--- config.mk ---
export PLATFORM = sky130hd
export DESIGN_NAME = ee_i2c_slave
export DESIGN_NICKNAME = d
export VERILOG_FILES = /design/src/inc/ee_pkg.sv /design/src/inc/ee_mem_if.sv /design/src/hdl/ee_i2c_slave.sv /design/src/hdl/ee_array.sv
export SDC_FILE = /design/constraint.sdc
export NUM_CORES = 2
export LEC_CHECK = 0
export BUFFER_PORTS_ARGS = -buffer_cell sky130_fd_sc_hd__buf_4
export CORE_MARGIN = 2
export CORE_UTILIZATION = 40
export DETAILED_ROUTE_END_ITERATION = 6
export GPL_TIMING_DRIVEN = 0
export HOLD_SLACK_MARGIN = 0.03
export PLACE_DENSITY = 0.64
export SYNTH_ARGS = -nofsm -noshare
export SYNTH_HDL_FRONTEND = slang
export SYNTH_SLANG_ARGS = --single-unit
--- constraint.sdc ---
create_clock -name i_clk -period 8.9 [get_ports i_clk]
set_input_delay 1.78 -clock i_clk [delete_from_list [all_inputs] [get_ports i_clk]]
set_output_delay 1.78 -clock i_clk [all_outputs]
set_load 0.02 [all_outputs]
--- src/inc/ee_pkg.sv ---
// Shared constants and types for the serial EEPROM slave front end
package ee_pkg;

  // ==========================================================================
  // Array geometry
  localparam int        EE_DEPTH     = 256;
  localparam int        EE_AW        = 8;
  localparam int        EE_PAGE      = 16;
  localparam int        EE_PW        = 4;
  localparam logic [7:0] EE_ERASED   = 8'hff;

  // ==========================================================================
  // Bus addressing: upper nibble 1010, lower bits zero, bit 0 is direction
  localparam logic [6:0] EE_SLV_ADDR = 7'h50;
  localparam logic       EE_DIR_RD   = 1'h1;
  localparam logic [3:0] EE_BITS     = 4'h8;

  // ==========================================================================
  // Timing: internal programming cycle
  localparam int        EE_CLK_MHZ   = 25;
  localparam int        EE_T_WR_US   = 5000;
  localparam int        EE_WR_CYC    = EE_T_WR_US * EE_CLK_MHZ;
  localparam int        EE_TW        = 20;

  // ==========================================================================
  // Protocol states
  typedef enum logic [7:0] {
    EE_IDLE  = 8'h01,
    EE_SADDR = 8'h02,
    EE_WADDR = 8'h04,
    EE_WDATA = 8'h08,
    EE_ACK   = 8'h10,
    EE_RDATA = 8'h20,
    EE_RACK  = 8'h40,
    EE_WAIT  = 8'h80
  } ee_state_t;

endpackage

--- src/inc/ee_mem_if.sv ---
// Carrier between protocol engine and storage array
`timescale 1ns/1ps
interface ee_mem_if;
  import ee_pkg::*;
  logic [EE_AW-1:0] rd_addr;
  logic [7:0]       rd_data;
  logic             buf_clr;
  logic             buf_we;
  logic [EE_AW-1:0] buf_addr;
  logic [7:0]       buf_data;
  logic             commit;
  logic             busy;

  modport ctl (output rd_addr, buf_clr, buf_we, buf_addr, buf_data, commit,
               input  rd_data, busy);
  modport arr (input  rd_addr, buf_clr, buf_we, buf_addr, buf_data, commit,
               output rd_data, busy);
endinterface

--- src/hdl/ee_i2c_slave.sv ---
// Two-wire slave protocol engine of the 256-byte serial EEPROM
`timescale 1ns/1ps

// Contract
// - Receiver pulls data low on ninth clock
// - Acknowledge only own address after START
// - Acknowledge every byte once write-selected
// - Read: send eight bits, sample master ack
// - Master no-ack: release, wait for STOP
// - STOP after write starts programming, ignores requests
// - Write increments only in-page address bits
// - Over sixteen bytes wrap and overwrite
// - All page bytes programmed in one cycle
// - No address ack while programming; polling
// - Counter holds last accessed address plus one
// - Counter wraps from 255 to zero
// - Current read: one byte, no-ack, STOP
// - Sequential read increments all address bits
// - Address upper nibble 1010, full match
// - Address bit zero one means read
module ee_i2c_slave
  import ee_pkg::*;
#(
  parameter int P_WR_CYC = ee_pkg::EE_WR_CYC
) (
  input  wire logic i_clk,
  input  wire logic i_arst_n,
  input  wire logic i_scl,
  input  wire logic i_sda,
  output logic      o_sda_out,
  output logic      o_sda_oe,
  output logic      o_busy
);

  ee_mem_if          mem ();

  ee_state_t         state_r;
  ee_state_t         after_ack_r;
  logic [3:0]        cnt_r;
  logic [7:0]        shift_r;
  logic              oe_r;
  logic              mack_r;
  logic              wrote_r;
  logic [EE_AW-1:0]  addr_r;
  logic              scl_q;
  logic              sda_q;
  logic              scl_rise;
  logic              scl_fall;
  logic              start_c;
  logic              stop_c;
  logic              rx_state;
  logic              byte_done;
  logic              addr_ok;
  logic              rd_end;

  // ==========================================================================
  // In-page increment: high bits held, low bits wrap
  function automatic logic [EE_AW-1:0] page_inc(input logic [EE_AW-1:0] a);
    page_inc = {a[EE_AW-1:EE_PW], a[EE_PW-1:0] + 1'b1};
  endfunction

  // ==========================================================================
  // Bus conditions
  always_ff @(posedge i_clk or negedge i_arst_n) begin
    if (!i_arst_n) begin
      scl_q <= 1'b1;
      sda_q <= 1'b1;
    end else begin
      scl_q <= i_scl;
      sda_q <= i_sda;
    end
  end

  assign scl_rise  = i_scl && !scl_q;
  assign scl_fall  = !i_scl && scl_q;
  assign start_c   = i_scl && scl_q && sda_q && !i_sda;
  assign stop_c    = i_scl && scl_q && !sda_q && i_sda;
  assign rx_state  = (state_r == EE_SADDR) || (state_r == EE_WADDR) ||
                     (state_r == EE_WDATA);
  assign byte_done = rx_state && scl_fall && (cnt_r == EE_BITS);
  // Busy refuses both directions; a read could see stale array data
  assign addr_ok   = (shift_r[7:1] == EE_SLV_ADDR) && !mem.busy;
  assign rd_end    = (state_r == EE_RDATA) && scl_fall && (cnt_r == EE_BITS);

  // ==========================================================================
  // Protocol state machine
  always_ff @(posedge i_clk or negedge i_arst_n) begin
    if (!i_arst_n) begin
      state_r     <= EE_IDLE;
      after_ack_r <= EE_IDLE;
      cnt_r       <= '0;
      shift_r     <= '0;
      oe_r        <= 1'b0;
      mack_r      <= 1'b0;
    end else if (start_c) begin
      state_r <= EE_SADDR;
      cnt_r   <= '0;
      oe_r    <= 1'b0;
    end else if (stop_c) begin
      state_r <= EE_IDLE;
      oe_r    <= 1'b0;
    end else begin
      case (state_r)
        EE_SADDR, EE_WADDR, EE_WDATA: begin
          if (scl_rise && cnt_r != EE_BITS) begin
            shift_r <= {shift_r[6:0], i_sda};
            cnt_r   <= cnt_r + 1'b1;
          end else if (byte_done) begin
            cnt_r <= '0;
            if (state_r != EE_SADDR) begin
              oe_r        <= 1'b1;
              state_r     <= EE_ACK;
              after_ack_r <= EE_WDATA;
            end else if (addr_ok) begin
              oe_r    <= 1'b1;
              state_r <= EE_ACK;
              if (shift_r[0] == EE_DIR_RD) begin
                after_ack_r <= EE_RDATA;
              end else begin
                after_ack_r <= EE_WADDR;
              end
            end else begin
              state_r <= EE_WAIT;
            end
          end
        end
        EE_ACK: begin
          if (scl_fall) begin
            state_r <= after_ack_r;
            cnt_r   <= '0;
            if (after_ack_r == EE_RDATA) begin
              shift_r <= mem.rd_data;
              oe_r    <= !mem.rd_data[7];
            end else begin
              oe_r <= 1'b0;
            end
          end
        end
        EE_RDATA: begin
          if (scl_rise && cnt_r != EE_BITS) begin
            cnt_r <= cnt_r + 1'b1;
          end else if (rd_end) begin
            oe_r    <= 1'b0;
            state_r <= EE_RACK;
          end else if (scl_fall) begin
            shift_r <= {shift_r[6:0], 1'b0};
            oe_r    <= !shift_r[6];
          end
        end
        EE_RACK: begin
          if (scl_rise) begin
            mack_r <= !i_sda;
          end else if (scl_fall) begin
            cnt_r <= '0;
            if (mack_r) begin
              state_r <= EE_RDATA;
              shift_r <= mem.rd_data;
              oe_r    <= !mem.rd_data[7];
            end else begin
              state_r <= EE_WAIT;
            end
          end
        end
        EE_IDLE, EE_WAIT: begin
          oe_r <= 1'b0;
        end
        default: begin
          state_r <= EE_IDLE;
          oe_r    <= 1'b0;
        end
      endcase
    end
  end

  // ==========================================================================
  // Address counter: read advances all bits, write only the page offset
  always_ff @(posedge i_clk or negedge i_arst_n) begin
    if (!i_arst_n) begin
      addr_r <= '0;
    end else if (byte_done && state_r == EE_WADDR) begin
      addr_r <= shift_r;
    end else if (byte_done && state_r == EE_WDATA) begin
      addr_r <= page_inc(addr_r);
    end else if (rd_end) begin
      addr_r <= addr_r + 1'b1;
    end
  end

  // A write ends only at a byte boundary; a partial byte discards it
  always_ff @(posedge i_clk or negedge i_arst_n) begin
    if (!i_arst_n) begin
      wrote_r <= 1'b0;
    end else if (start_c || stop_c) begin
      wrote_r <= 1'b0;
    end else if (byte_done && state_r == EE_WDATA) begin
      wrote_r <= 1'b1;
    end
  end

  assign mem.rd_addr  = addr_r;
  assign mem.buf_clr  = start_c;
  assign mem.buf_we   = byte_done && (state_r == EE_WDATA);
  assign mem.buf_addr = addr_r;
  assign mem.buf_data = shift_r;
  // The clock rise ahead of a STOP is taken as one bit, so a STOP on a
  // byte boundary always arrives with exactly one bit counted
  assign mem.commit   = stop_c && wrote_r && (state_r == EE_WDATA) &&
                        (cnt_r == 4'h1);

  ee_array #(
    .P_WR_CYC (P_WR_CYC)
  ) u_array (
    .i_clk    (i_clk),
    .i_arst_n (i_arst_n),
    .mem      (mem)
  );

  assign o_sda_out = 1'b0;
  assign o_sda_oe  = oe_r;
  assign o_busy    = mem.busy;

endmodule

--- src/hdl/ee_array.sv ---
// Storage array, page buffer and programming cycle timer
`timescale 1ns/1ps
module ee_array
  import ee_pkg::*;
#(
  parameter int P_WR_CYC = EE_WR_CYC
) (
  input  wire logic i_clk,
  input  wire logic i_arst_n,
  ee_mem_if.arr     mem
);

  logic [7:0]          mem_r   [EE_DEPTH];
  logic [7:0]          pbuf_r  [EE_PAGE];
  logic [EE_PAGE-1:0]  pvalid_r;
  logic [EE_PW-1:0]    page_r;
  logic [EE_TW-1:0]    tmr_r;
  logic                busy_r;
  logic                done;

  assign done        = busy_r && (tmr_r == EE_TW'(P_WR_CYC - 1));
  assign mem.busy    = busy_r;
  assign mem.rd_data = mem_r[mem.rd_addr];

  // ==========================================================================
  // Page buffer: later bytes at the same offset replace earlier ones
  always_ff @(posedge i_clk or negedge i_arst_n) begin
    if (!i_arst_n) begin
      pvalid_r <= '0;
      page_r   <= '0;
      for (int i = 0; i < EE_PAGE; i++) begin
        pbuf_r[i] <= EE_ERASED;
      end
    // Polling STARTs during programming must not drop the pending page
    end else if ((mem.buf_clr && !busy_r) || done) begin
      pvalid_r <= '0;
    end else if (mem.buf_we) begin
      pbuf_r[mem.buf_addr[EE_PW-1:0]]   <= mem.buf_data;
      pvalid_r[mem.buf_addr[EE_PW-1:0]] <= 1'b1;
      page_r <= mem.buf_addr[EE_AW-1:EE_PW];
    end
  end

  // ==========================================================================
  // Programming cycle: every buffered byte of the page lands at once when the timer expires
  always_ff @(posedge i_clk or negedge i_arst_n) begin
    if (!i_arst_n) begin
      busy_r <= 1'b0;
      tmr_r  <= '0;
    end else if (mem.commit && !busy_r) begin
      busy_r <= 1'b1;
      tmr_r  <= '0;
    end else if (done) begin
      busy_r <= 1'b0;
    end else if (busy_r) begin
      tmr_r <= tmr_r + 1'b1;
    end
  end

  always_ff @(posedge i_clk or negedge i_arst_n) begin
    if (!i_arst_n) begin
      for (int i = 0; i < EE_DEPTH; i++) begin
        mem_r[i] <= EE_ERASED;
      end
    end else if (done) begin
      for (int i = 0; i < EE_PAGE; i++) begin
        if (pvalid_r[i]) begin
          mem_r[{page_r, EE_PW'(i)}] <= pbuf_r[i];
        end
      end
    end
  end

endmodule

==> flow_summary.yaml <==
route:
  dr.pass1.iters: 6
  num_vias: 70700
  wl_per_cell_um: 46.9
  drc: 0
  drtIter0Drc: 8739
  ant_nets: 0
  vias_per_cell: 6.60
  wl_um: 502000
logic_synthesis:
  synthSimpleGateAreaFrac: 0.0388
  ys_seq_area_frac: 0.558
  async_reset_ff_frac: 1.00
  synth_cells: 6673
  synth-main-ff-cell: "dfstp_2"
  synth-edff-count: 0
  avgSynthCellArea_um2: 15.9
  synth_compound_area_frac: 0.0289
  synth_top_area_share: 0.541
  syn_area_um2: 106000
  synthMuxAreaShare: 0.354
  yosys.area.top_type: "dfstp_2"
  synth-xor-area-share: 0.00174
  synth_top_family_by_area: "multiplexers"
  ys_seq_elements: 2254
  netlist_top_cells_area: "dfstp_2, mux2_2, mux4_2, mux2_4, dfrtp_1"
  synth_fa_ha_area_frac: 0.000945
  yosysWarnings: 0
  synth_cell_type_count: 81
  synth_nets: 6685
die:
  coreArea_um2: 263000
  die_w_um: 519
  num_io_pins: 7
  die_area_um2: 269000
  fp.dieH_um: 519
  start_util: 0.403
  fp-row-count: 188
placed_design:
  portBuffers: 5
  post-place-cells: 10200
  place_hpwl_um: 360000
  gp_congestion: 1.04
global_routing:
  use_met3: 0.155
  grt_pass1_vias: 68500
  grt_most_used_layer: "met2"
  use_met1: 0.465
  grt_max_degree: 193
  grt-ovfl-total: 0
  grtUsageMet2: 0.521
  grt_usage: 0.367
  grt_pass1_wl_um: 659000
  antenna_found_initial: 79
clock_tree:
  cts_root_buf: "clkbuf_16"
  htree_levels: 4
  ctsResizeCount: 0
  clk_latency_ps: 920
  clk_pin_slew_ps: 70
  post_cts_buffers: 0
  cts_tree: "yes"
  clk_path_buf_depth: 3
  cts_inserted_buffers: 239
  cts.sinks: 2254
  cts_hold_buf: 0
pwr:
  leakage_nw: 47.7
  vdd_ir_drop_max_uv: 178
  pwr-share-clk: 0.495
  power_density_nw_per_um2: 181
  combPwrFrac: 0.026
  p_sw_mw: 5.04
  p_sw_frac: 0.233
  p_int_mw: 16.6
  pwr-share-seq: 0.479
finish:
  instances_no_fill: 10700
  fin_nets: 6968
  layout-drive-gt1-share: 0.776
  area_growth_pct: 13.0
  final_core_util: 0.455
timing:
  slew_violations: 24
  timing.clock.skew_ps: 39.0
  rsz0062_at_grt: "false"
  min_period_ps: 7730
  whs_ps: 507
  max_slew_margin: -0.121
  tns_ps: 0
  max_freq_mhz: 129
  finalSetupViolCount: 0
  worst_pin_slew_ps: 1640
  hold_viol: 0
  period_share: 0.868
critical_path:
  path_cells: "clkbuf_1, buf_2, buf_2, buf_2, buf_2, buf_2, mux2i_1, o221ai_1, a211oi_1, o21ai_0, o22ai_1, a31oi_1"
  cp_common_cell: "buf_2"
  crit_buf_inv: 6
  path_delay_family: "buffers and inverters"
  cp.required_ps: 9640
  cpPeakStageDelay_ps: 1010
  crit_path_start_kind: "flop"
  cp_max_fo: 13
  cp-end-kind: "flop"
  slowest_stage: "buf_2"
  crit_start: "addr_r[1]$_DFFE_PN0P_"
  path_class: "reg -> reg"
  timing.rr.start: "addr_r[1]$_DFFE_PN0P_"
  worstPathArrival_ps: 8460
worst_hold_path:
  min_from: "after_ack_r[0]$_DFFE_PN1P_"
  hold_class: "reg -> reg"
status:
  violations: "capacitance limit, slew limit"
  status: "finished with violations"
flow_run:
  drv_cap: 3
==> state kept, by name (all words and copies together), names as in the netlist, 4 cells and up <==
register / flops
state_r: 8
u_array.pvalid_r: 16
u_array.page_r: 4
cnt_r: 4
mem.buf_data: 8
u_array.tmr_r: 20
u_array.pbuf_r: 128
u_array.mem_r: 2048
after_ack_r: 4
addr_r: 8
==> through the flow <==
step / total power, mW / area [µm²] / worst slack [ps]
after floorplan: 10.6 / 106000 / 5170
after global placement: 11.0 / 110000 / -20600
after detailed placement: 11.1 / 111000 / 1770
after CTS: 21.6 / 120000 / 1730
after global routing: 22.1 / 120000 / 1630
final: 21.6 / 120000 / 1170
==> final timing paths <==
check | end | depth (start not counted) | slack, ps
worst max-delay path | mem.buf_data[6]$_DFFE_PN0P_ | 12 | 1170
worst min-delay path | after_ack_r[0]$_DFFE_PN1P_ | 1 | 510
worst max register to register | mem.buf_data[6]$_DFFE_PN0P_ | 12 | 1170
worst min register to register | after_ack_r[0]$_DFFE_PN1P_ | 1 | 510
max in group asynchronous | u_array.mem_r[1418]$_DFFE_PN1P_ | 7 | 3720
min in group asynchronous | u_array.tmr_r[7]$_DFFE_PN0P_ | 1 | 850
==> kinds of logic after synthesis <==
family | after synthesis
mux | 2805
flops | 2254
simple gates | 717
buf+inv | 434
compound gates | 433
fa+ha+maj | 8
xor+xnor | 21
other cells | 1
==> power groups by stage <==
| stage | Combinational (mW) | Sequential (mW) | Clock, mW |
|---|---|---|---|
| after floorplan | 0.153 | 10.5 | 0 |
| after global placement | 0.518 | 10.5 | 0 |
| after detailed placement | 0.552 | 10.5 | 0 |
| after CTS | 0.554 | 10.4 | 10.7 |
| after global routing | 0.597 | 10.4 | 11.1 |
| final | 0.563 | 10.4 | 10.7 |
==> layout by cell type (no fill, tap or decap), types with 18 or more instances in the layout <==
master,instances
o221ai_1,18
nand2b_1,18
nor3_1,24
clkbuf_1,303
mux4_2,457
a221oi_1,20
clkinv_2,36
a211oi_1,31
buf_4,23
a31oi_1,19
o22ai_1,36
nor2_1,77
buf_12,18
dfrtp_1,74
a22o_1,25
nand2_1,256
mux2_2,1894
a21oi_1,57
diode_2,38
mux2_4,240
clkbuf_16,246
mux2i_1,134
o21ai_0,60
nand2_8,30
nand2_2,129
bufinv_16,23
buf_2,128
nor2b_1,19
mux2_1,80
a22oi_1,79
nand3_1,41
dfstp_2,2180
clkbuf_8,52
==> routing by layer <==
layer	vias to the layer above	routed length (µm)
li1	25600	-
met1	38900	192000
met2	4787	211000
met3	1360	63100
met4	46	36100
met5	-	313
==> cells in the mapped netlist (11+ instances only) <==
cell type / count
dfstp_2: 2180
mux2_2: 1894
mux4_2: 457
clkbuf_1: 256
nand2_1: 256
mux2_4: 240
mux2i_1: 134
nand2_2: 129
buf_2: 107
mux2_1: 80
a22oi_1: 79
nor2_1: 78
dfrtp_1: 74
o21ai_0: 61
a21oi_1: 57
nand3_1: 41
o22ai_1: 36
a211oi_1: 31
nand2_8: 30
buf_1: 28
a22o_1: 25
nor3_1: 25
a221oi_1: 20
a31oi_1: 19
buf_4: 19
nor2b_1: 19
nand2b_1: 18
o221ai_1: 18
inv_1: 16
xor2_1: 16
or3_1: 15
and2_1: 14
nand4_1: 14
nor2_2: 12
a2111oi_0: 11
nor4_1: 11
==> layout make-up <==
| cell class | count | area, µm² |
|---|---|---|
| antenna | 38 | 95.1 |
| buffer | 416 | 1860 |
| clock buffer | 360 | 7100 |
| clock inverter | 86 | 1180 |
| fill | 23000 | 143000 |
| inverter | 18 | 67.6 |
| multi-input combinational | 3985 | 44900 |
| sequential | 2254 | 59100 |
| tap | 3515 | 4400 |
| timing repair buffer | 42 | 876 |
Power figures use the tool's default switching activity.
